--- src/pm_regs.svh ---
/*
 * offsets, field positions, write mask, source and state codes and timing counts of the power state
 * and wake control block. assumes a 32-bit word-aligned register map.
 */
`ifndef PM_REGS_SVH
`define PM_REGS_SVH

// register byte addresses
`define PM_CTRL_ADDR        8'h54
`define PM_IRQ_STAT_ADDR    8'h58
`define PM_IRQ_MASK_ADDR    8'h5c
`define PM_WAKE_TEST_ADDR   8'h64
`define PM_PHY_CTRL_ADDR    8'h70
`define PM_PHY_MODE_ADDR    8'h74
`define PM_PHY_INT_ADDR     8'h78

// power management control fields
`define PM_READY_BIT        0
`define PM_PIN_EN_BIT       1
`define PM_PULSE_SEL_BIT    3
`define PM_FRAME_EN_BIT     9
`define PM_ENERGY_DETECT_ENABLE_BIT        14
`define PM_SRC_LO           4
`define PM_STATE_LO         12
`define PM_WR_MASK          32'h0000_420a

// wake source codes
`define PM_SRC_NONE         2'h0
`define PM_SRC_ENERGY       2'h1
`define PM_SRC_FRAME        2'h2

// power state codes
`define PM_STATE_NORMAL     2'h0
`define PM_STATE_LIGHT      2'h1
`define PM_STATE_DEEP       2'h2

// interrupt status and phy register fields
`define PM_IRQ_WAKE_BIT     17
`define PM_PHY_PDOWN_BIT    11
`define PM_PHY_EDPD_BIT     13
`define PM_PHY_INT_ED_BIT   1

// wake pulse length
`define PM_PULSE_MS         50
`define PM_CLK_KHZ          25000
`define PM_PULSE_CYCLES     (`PM_PULSE_MS * `PM_CLK_KHZ)

`endif

--- src/pm_pkg.sv ---
/*
 * shared types of the power state and wake control block.
 * assumes pm_regs.svh holds the numeric constants.
 */
package pm_pkg;
    typedef enum logic [1:0] {normal_state, light_sleep_state, deep_sleep_state} power_state_type;
    typedef enum logic [1:0] {host_idle, host_access, host_done} host_state_type;
endpackage

--- src/pm_if.sv ---
/*
 * register port between the host processor and the power controller.
 * assumes one shared clock; the device answers every access with ack.
 */
`timescale 1ns/1ps
interface pm_if;
    logic        req;     // access request, held until ack
    logic        wr;      // 1 write, 0 read
    logic [7:0]  addr;    // byte address
    logic [31:0] wdata;   // write data
    logic [31:0] rdata;   // read data, valid with ack
    logic        ack;     // one-cycle completion pulse

    modport device (input req, wr, addr, wdata, output rdata, ack);
    modport host   (output req, wr, addr, wdata, input rdata, ack);
endinterface

--- src/pm_device.sv ---
/*
 * power state and wake controller: normal, light and deep sleep states,
 * wake source tracking, wake pin and wake interrupt, phy power-down modes.
 * assumes a host on pm_if keeps access rules while ready is clear, and
 * raw line and wake-frame detector levels from outside this clock domain.
 */
`timescale 1ns/1ps
`include "pm_regs.svh"
module pm_device (
    input  wire logic   clk,            // 25 mhz clock
    input  wire logic   rst_b,          // synchronous reset, active low
    pm_if.device        bus,            // register port
    input  wire logic   line_energy_present, // raw line energy level
    input  wire logic   frame_match,    // raw wake frame or packet detected
    output logic        wake_pin,       // external wake output, active high
    output logic        wake_irq,       // host interrupt
    output logic        mac_clk_en,     // mac and host interface clock on
    output logic        rx_pm_clk_en,   // rx power management clock on
    output logic        int_clk_en,     // internal clock on
    output logic        phy_powered,    // phy analog section powered
    output logic        phy_tx_en       // phy may transmit
);
    pm_pkg::power_state_type state;
    logic [1:0]  wake_source_status;
    logic        ready, read_seen;
    logic        wake_pin_enable, wake_pulse_select, wake_frame_enable, energy_detect_enable;
    logic        irq_stat_wake, irq_mask_wake;
    logic        phy_gen_pdown, phy_energy_power_down, phy_int_energy, phy_int_en;
    logic [1:0]  energy_sync, frame_sync;
    logic        energy_prev;
    logic [31:0] pulse_cnt;
    logic        pulse_live;
    logic        acc, wr_ok, wake_event, wake_write, next_ack;
    logic [31:0] next_rdata;

    // inputs from outside the clock domain pass two flops
    always_ff @(posedge clk)
    begin
        energy_sync <= {energy_sync[0], line_energy_present};
        frame_sync  <= {frame_sync[0], frame_match};
    end

    function automatic logic hit(input logic [7:0] a, input logic [7:0] r);
        hit = (a == r);
    endfunction

    // access qualification
    assign acc        = bus.req & ~bus.ack;
    assign wake_write = acc & bus.wr & hit(bus.addr, `PM_WAKE_TEST_ADDR)
                        & (state != pm_pkg::normal_state);
    assign wr_ok      = acc & bus.wr & ready & read_seen;
    assign wake_event = (wake_source_status == `PM_SRC_FRAME & wake_frame_enable)
                      | (wake_source_status == `PM_SRC_ENERGY & energy_detect_enable);

    // power state machine
    always_ff @(posedge clk)
    begin
        if (!rst_b)
        begin
            state <= pm_pkg::normal_state;
            ready <= 1'b1;
        end
        else
        begin
            case (state)
                pm_pkg::normal_state:
                begin
                    if (wr_ok && hit(bus.addr, `PM_CTRL_ADDR))
                    begin
                        if (bus.wdata[`PM_STATE_LO +: 2] == `PM_STATE_LIGHT)
                        begin
                            state <= pm_pkg::light_sleep_state;
                            ready <= 1'b0;
                        end
                        else if (bus.wdata[`PM_STATE_LO +: 2] == `PM_STATE_DEEP)
                        begin
                            state <= pm_pkg::deep_sleep_state;
                            ready <= 1'b0;
                        end
                    end
                end
                pm_pkg::light_sleep_state, pm_pkg::deep_sleep_state:
                begin
                    if (wake_write)
                    begin
                        state <= pm_pkg::normal_state;
                        ready <= 1'b1;
                    end
                end
                default:
                    state <= pm_pkg::normal_state;
            endcase
        end
    end

    // first read after reset or wake unlocks writes
    always_ff @(posedge clk)
    begin
        if (!rst_b)
            read_seen <= 1'b0;
        else if (wake_write || (wr_ok && hit(bus.addr, `PM_CTRL_ADDR)
                 && bus.wdata[`PM_STATE_LO +: 2] != `PM_STATE_NORMAL))
            read_seen <= 1'b0;
        else if (acc && !bus.wr)
            read_seen <= 1'b1;
    end

    // control register fields, kept across sleep
    always_ff @(posedge clk)
    begin
        if (!rst_b)
        begin
            wake_pin_enable      <= 1'b0;
            wake_pulse_select    <= 1'b0;
            wake_frame_enable    <= 1'b0;
            energy_detect_enable <= 1'b0;
        end
        else if (wr_ok && hit(bus.addr, `PM_CTRL_ADDR))
        begin
            wake_pin_enable      <= bus.wdata[`PM_PIN_EN_BIT];
            wake_pulse_select    <= bus.wdata[`PM_PULSE_SEL_BIT];
            wake_frame_enable    <= bus.wdata[`PM_FRAME_EN_BIT];
            energy_detect_enable <= bus.wdata[`PM_ENERGY_DETECT_ENABLE_BIT];
        end
    end

    // wake source: detection sets, host write of 1s clears, set wins
    always_ff @(posedge clk)
    begin
        if (!rst_b)
            wake_source_status <= `PM_SRC_NONE;
        else if (state == pm_pkg::light_sleep_state && frame_sync[1])
            wake_source_status <= `PM_SRC_FRAME;
        else if (state == pm_pkg::deep_sleep_state && energy_sync[1])
            wake_source_status <= `PM_SRC_ENERGY;
        else if (wr_ok && hit(bus.addr, `PM_CTRL_ADDR))
            wake_source_status <= wake_source_status & ~bus.wdata[`PM_SRC_LO +: 2];
    end

    // wake interrupt flag sticks while event active, then write-1-clear
    always_ff @(posedge clk)
    begin
        if (!rst_b)
            irq_stat_wake <= 1'b0;
        else if (wake_event)
            irq_stat_wake <= 1'b1;
        else if (wr_ok && hit(bus.addr, `PM_IRQ_STAT_ADDR) && bus.wdata[`PM_IRQ_WAKE_BIT])
            irq_stat_wake <= 1'b0;
    end

    // interrupt mask and phy control registers
    always_ff @(posedge clk)
    begin
        if (!rst_b)
        begin
            irq_mask_wake         <= 1'b0;
            phy_gen_pdown         <= 1'b0;
            phy_energy_power_down <= 1'b0;
            phy_int_en            <= 1'b0;
        end
        else if (wr_ok)
        begin
            if (hit(bus.addr, `PM_IRQ_MASK_ADDR))
                irq_mask_wake <= bus.wdata[`PM_IRQ_WAKE_BIT];
            if (hit(bus.addr, `PM_PHY_CTRL_ADDR))
                phy_gen_pdown <= bus.wdata[`PM_PHY_PDOWN_BIT];
            if (hit(bus.addr, `PM_PHY_MODE_ADDR))
                phy_energy_power_down <= bus.wdata[`PM_PHY_EDPD_BIT];
            if (hit(bus.addr, `PM_PHY_INT_ADDR))
                phy_int_en <= bus.wdata[`PM_PHY_INT_ED_BIT];
        end
    end

    // phy energy-on flag: rising energy in power-down sets, read clears
    always_ff @(posedge clk)
    begin
        if (!rst_b)
        begin
            energy_prev    <= 1'b0;
            phy_int_energy <= 1'b0;
        end
        else
        begin
            energy_prev <= energy_sync[1];
            if (phy_energy_power_down && energy_sync[1] && !energy_prev)
                phy_int_energy <= 1'b1;
            else if (acc && !bus.wr && hit(bus.addr, `PM_PHY_INT_ADDR))
                phy_int_energy <= 1'b0;
        end
    end

    // wake pin pulse timer
    always_ff @(posedge clk)
    begin
        if (!rst_b)
        begin
            pulse_cnt  <= 32'h0;
            pulse_live <= 1'b0;
        end
        else if (!wake_event || !wake_pin_enable)
        begin
            pulse_cnt  <= 32'h0;
            pulse_live <= 1'b0;
        end
        else if (!pulse_live && pulse_cnt == 32'h0)
        begin
            pulse_cnt  <= 32'(`PM_PULSE_CYCLES);
            pulse_live <= 1'b1;
        end
        else if (pulse_live)
        begin
            // expiry parks the count at one so the same event never pulses twice
            if (pulse_cnt == 32'h1)
                pulse_live <= 1'b0;
            else
                pulse_cnt  <= pulse_cnt - 32'h1;
        end
    end

    // outputs: pin, interrupt and clock gating
    always_ff @(posedge clk)
    begin
        if (!rst_b)
        begin
            wake_pin     <= 1'b0;
            wake_irq     <= 1'b0;
            mac_clk_en   <= 1'b1;
            rx_pm_clk_en <= 1'b1;
            int_clk_en   <= 1'b1;
            phy_powered  <= 1'b1;
            phy_tx_en    <= 1'b1;
        end
        else
        begin
            wake_pin     <= wake_event & wake_pin_enable
                            & (wake_pulse_select ? pulse_live : 1'b1);
            wake_irq     <= (irq_stat_wake & irq_mask_wake)
                            | (phy_int_energy & phy_int_en);
            mac_clk_en   <= (state == pm_pkg::normal_state);
            rx_pm_clk_en <= (state != pm_pkg::deep_sleep_state);
            int_clk_en   <= (state != pm_pkg::deep_sleep_state);
            phy_powered  <= !phy_gen_pdown
                            && !(phy_energy_power_down && !energy_sync[1]);
            phy_tx_en    <= !phy_gen_pdown
                            && !(phy_energy_power_down && !energy_sync[1]);
        end
    end

    // read mux; in sleep only the control register answers with data
    always_comb
    begin
        next_ack   = acc;
        next_rdata = 32'h0;
        if (acc && !bus.wr && (ready || hit(bus.addr, `PM_CTRL_ADDR)))
        begin
            if (hit(bus.addr, `PM_CTRL_ADDR))
            begin
                next_rdata[`PM_READY_BIT]       = ready;
                next_rdata[`PM_PIN_EN_BIT]      = wake_pin_enable;
                next_rdata[`PM_PULSE_SEL_BIT]   = wake_pulse_select;
                next_rdata[`PM_SRC_LO +: 2]     = wake_source_status;
                next_rdata[`PM_FRAME_EN_BIT]    = wake_frame_enable;
                next_rdata[`PM_STATE_LO +: 2]   = (state == pm_pkg::light_sleep_state)
                    ? `PM_STATE_LIGHT : (state == pm_pkg::deep_sleep_state)
                    ? `PM_STATE_DEEP : `PM_STATE_NORMAL;
                next_rdata[`PM_ENERGY_DETECT_ENABLE_BIT]       = energy_detect_enable;
            end
            else if (hit(bus.addr, `PM_IRQ_STAT_ADDR))
                next_rdata[`PM_IRQ_WAKE_BIT] = irq_stat_wake;
            else if (hit(bus.addr, `PM_IRQ_MASK_ADDR))
                next_rdata[`PM_IRQ_WAKE_BIT] = irq_mask_wake;
            else if (hit(bus.addr, `PM_PHY_CTRL_ADDR))
                next_rdata[`PM_PHY_PDOWN_BIT] = phy_gen_pdown;
            else if (hit(bus.addr, `PM_PHY_MODE_ADDR))
                next_rdata[`PM_PHY_EDPD_BIT] = phy_energy_power_down;
            else if (hit(bus.addr, `PM_PHY_INT_ADDR))
                next_rdata[`PM_PHY_INT_ED_BIT] = phy_int_energy;
        end
    end

    // register answer
    always_ff @(posedge clk)
    begin
        if (!rst_b)
        begin
            bus.ack   <= 1'b0;
            bus.rdata <= 32'h0;
        end
        else
        begin
            bus.ack   <= next_ack;
            bus.rdata <= next_rdata;
        end
    end
endmodule

--- src/flat_wrapper.sv ---
// flat-port wrapper written by rule: the top's interface ports become plain ports
module pm_device_flat 
  (clk, rst_b, line_energy_present, frame_match, wake_pin, wake_irq, mac_clk_en, rx_pm_clk_en, int_clk_en, phy_powered, phy_tx_en, bus_req, bus_wr, bus_addr, bus_wdata, bus_rdata, bus_ack);
  pm_if bus_i ();
  input  wire logic clk;
  input  wire logic rst_b;
  input  wire logic line_energy_present;
  input  wire logic frame_match;
  output logic wake_pin;
  output logic wake_irq;
  output logic mac_clk_en;
  output logic rx_pm_clk_en;
  output logic int_clk_en;
  output logic phy_powered;
  output logic phy_tx_en;
  input wire logic [$bits(bus_i.req)-1:0] bus_req;
  input wire logic [$bits(bus_i.wr)-1:0] bus_wr;
  input wire logic [$bits(bus_i.addr)-1:0] bus_addr;
  input wire logic [$bits(bus_i.wdata)-1:0] bus_wdata;
  output wire logic [$bits(bus_i.rdata)-1:0] bus_rdata;
  output wire logic [$bits(bus_i.ack)-1:0] bus_ack;
  assign bus_i.req = bus_req;
  assign bus_i.wr = bus_wr;
  assign bus_i.addr = bus_addr;
  assign bus_i.wdata = bus_wdata;
  assign bus_rdata = bus_i.rdata;
  assign bus_ack = bus_i.ack;
  pm_device u_core (.clk(clk), .rst_b(rst_b), .bus(bus_i), .line_energy_present(line_energy_present), .frame_match(frame_match), .wake_pin(wake_pin), .wake_irq(wake_irq), .mac_clk_en(mac_clk_en), .rx_pm_clk_en(rx_pm_clk_en), .int_clk_en(int_clk_en), .phy_powered(phy_powered), .phy_tx_en(phy_tx_en));
endmodule
--- config.mk ---
export PLATFORM = sky130hd
export DESIGN_NAME = pm_device_flat
export DESIGN_NICKNAME = d
export VERILOG_FILES = /design/src/pm_pkg.sv /design/src/pm_if.sv /design/src/pm_device.sv /design/src/flat_wrapper.sv
export VERILOG_INCLUDE_DIRS = /design/src
export SDC_FILE = /design/constraint.sdc
export NUM_CORES = 1
export LEC_CHECK = 0
export ABC_CLOCK_PERIOD_IN_PS = 7200
export BUFFER_PORTS_ARGS = -buffer_cell sky130_fd_sc_hd__buf_2
export CAP_MARGIN = 0
export CORE_MARGIN = 2
export CORE_UTILIZATION = 36
export DETAILED_ROUTE_END_ITERATION = 6
export GPL_ROUTABILITY_DRIVEN = 0
export GPL_TIMING_DRIVEN = 0
export SLEW_MARGIN = 30
export SYNTH_ARGS = -nofsm -noshare
export SYNTH_HDL_FRONTEND = slang
export SYNTH_SLANG_ARGS = --single-unit
--- constraint.sdc ---
create_clock -name clk -period 7.2 [get_ports clk]
set_clock_uncertainty 0.15 [all_clocks]
set_input_delay 0.36 -clock clk [delete_from_list [all_inputs] [get_ports clk]]
set_output_delay 0.36 -clock clk [all_outputs]
set_load 0.01 [all_outputs]
==> flow_summary.ini <==
[timing]
timing.fmax_mhz = 362
rsz0062_at_grt = no
max_slew_margin = 0.494
worst_pin_slew_ns = 0.749
finalHoldViolCount = 0
drv_slew = 0
min_period_over_period = 0.383
finalSetupViolCount = 0
fin_setup_tns_ns = 0
min_period_ns = 2.76
setup_slack_ns = 4.44

[global_routing]
grt_start_max_net_pins = 17
grt_pass1_wl_mm = 12.9
track_usage = 0.157
antenna_found_initial = 0
grt.overflow.total = 0
grt_pass1_vias = 2653

[clock_tree]
cts-resized-gates = 0
h-tree-depth = 3
insertion_delay_ns = 0.36
cts_buffers = 9
ctsRootBufferMaster = clkbuf_8
cts_buffer_depth = 2
cts_tree = yes
cts.clk_slew.worst_paths_ns = 0.09
cts_sinks = 71

[floorplan]
initial_core_util = 0.373
core_um2 = 9280
die-area_um2 = 10400
placementRows = 35
die_w_um = 102
die_h_um = 102
ioPinCount = 86

[synth]
synth_ff_type = dfxtp_1
async_flop_share = 0
synth_warnings = 0
synth_top_cell_area_share = 0.411
syn_inst = 377
yosysTopAreaCell = dfxtp_1
synth.distinct_cells = 62
yosysMostFrequentCell = dfxtp_1
ys_seq_area_frac = 0.411
synthTopCellsByCount = dfxtp_1, a21oi_1, buf_4
syn_avg_cell_area_um2 = 9.17
synth_seq_cells = 71
synth.area.top_cells = dfxtp_1, buf_4, a21oi_1
synth-edff-count = 0
syn-cell-area_um2 = 3460

[place]
hpwlAfterDp_mm = 5.49
io_buffers = 41
dp_slack_ns = 4.41

[layout]
postLayoutCoreUtil = 0.443
area.growth.synth_to_final_pct = 18.9
n_antenna_cell = 0
fin_nets = 504
final_layout_size_suffix_gt1_frac = 0.250

[critical_path]
start_kind = flop
critical_path_buf_inv_count = 0
cp_cell_sequence = or4_4 -> or4_4 -> o211ai_1 -> xor2_1 -> a21oi_1
critPathArrivalTime_ns = 2.82
critPathMaxStageDelay_ns = 0.64
crit_top_cell = or4_4
crit_required_ns = 7.26
crit_family = simple AND/OR/NAND/NOR gates
crit_type = reg2reg
cp_max_fo = 9
cp_slowest_cell = o211ai_1
worstSetupEndpointType = flop

[drt]
wire_per_inst_um = 12.8
via_per_inst = 4.89
routed_wl_mm = 7.51
dr.first_iter.drc_count = 119
antenna_left = 0
drt_pre_antenna_iters = 4
drc = 0
vias = 2860

[power]
powerDensity_nw_per_um2 = 182
ir_drop_uv = 82.0
p_leak_nw = 1.62

[flow_run]
maxCapViolations = 0

[min_path]
hold_path.class = in2reg

[run_status]
status = complete, no violations
[tightest hold or removal path, stage by stage]
cell and delay (ns):
buf_2 0.08, mux2i_1 0.05, nor2b_1 0.09
[what timing repair did]
item,4_1_cts,5_1_grt
hold buffers,2,0
setup buffers,0,0
endpoints found under the hold margin,2,0
[report_power, final]
part / total, mW / leakage (nW) / switching (mW) / internal, mW
registers: 0.396 / 0.574 / 0.00111 / 0.395
clock network: 0.315 / 0.101 / 0.178 / 0.137
logic: 0.0367 / 0.948 / 0.0192 / 0.0175
[area by class of cell]
class | instances | area (µm²)
inverters | 9 | 33.8
multi-input cells | 280 | 1840
fillers | 959 | 5170
clock inverters | 7 | 68.8
clock buffers | 9 | 124
flip-flops and latches | 71 | 1420
well taps | 129 | 161
repair buffers | 43 | 225
plain buffers | 37 | 241
[path summary, 6_finish.rpt]
kind / from / end / slack, ns / cells after the start
min: bus_wdata[11] / u_core.phy_gen_pdown$_SDFFE_PN0P_ / 0.11 / 3
min reg2reg: u_core.frame_sync[0]$_DFF_P_ / u_core.frame_sync[1]$_DFF_P_ / 0.19 / 0
max reg2reg: u_core.pulse_cnt[20]$_SDFFE_PP0P_ / u_core.pulse_cnt[20]$_SDFFE_PP0P_ / 4.44 / 5
max: u_core.pulse_cnt[20]$_SDFFE_PP0P_ / u_core.pulse_cnt[20]$_SDFFE_PP0P_ / 4.44 / 5
[cells in the final DEF, fill, tap and decap left out, types with 3 or more instances in the layout]
master     n
and2_1    10
o21a_1     3
nor2_1    18
inv_8      3
conb_1    21
a21oi_1   25
o211ai_1   3
o31ai_1    8
nand3_1    8
or3_2      4
buf_4     25
a31oi_1    5
nor4_1     5
nand4_1    3
ha_1       7
or3_1     13
dfxtp_1   71
or4_2      3
clkbuf_8   9
or2_2      5
nor3_1     9
nand2b_1   8
a21boi_0   3
buf_2     42
nor2b_1   11
inv_6      4
or4_4      4
mux2i_1    9
clkbuf_1  10
inv_1      9
xor2_1     6
a22oi_1    3
o21ai_0   20
nand2_1   19
or4_1      8
[routing by layer]
metal,global-route usage,vias up,share of wire
met4,0.0708,0,0.019
met3,0.0287,10,0.042
met1,0.220,1310,0.51
li1,-,1474,-
met2,0.236,66,0.43
met5,0,-,0
[through the flow]
step | power (mW) | cells | hold WS (ns) | instance area, µm²
after detailed placement | 0.440 | 567 | 0.163 | 3900
after global placement | 0.440 | 567 | 0.163 | 3900
after CTS | 0.759 | 585 | 0.0965 | 4110
after global routing | 0.781 | 585 | 0.112 | 4110
after floorplan | 0.428 | 397 | 0.160 | 3530
final | 0.748 | 585 | 0.108 | 4110
[cells by family (layout without fill, tap and decap cells)]
family          count (synthesis)  after routing  share of synthesized area
simple gates                  151            151                      0.281
mux                             9              9                     0.0261
flops                          71             71                      0.411
buf+inv                        46            105                     0.0796
fa+ha+maj                       7              7                     0.0253
xor+xnor                        7              7                     0.0177
compound gates                 85             85                      0.158
other cells                     1             21                    0.00108
[registers in the layout, indices dropped and copies added (netlist names), 2 cells and up]
signal,flops
u_core.bus.rdata,11
u_core.wake_source_status,2
u_core.pulse_cnt,32
u_core.energy_sync,2
u_core.frame_sync,2
u_core.state,2
Note: power is estimated with default switching activity, not from simulation.
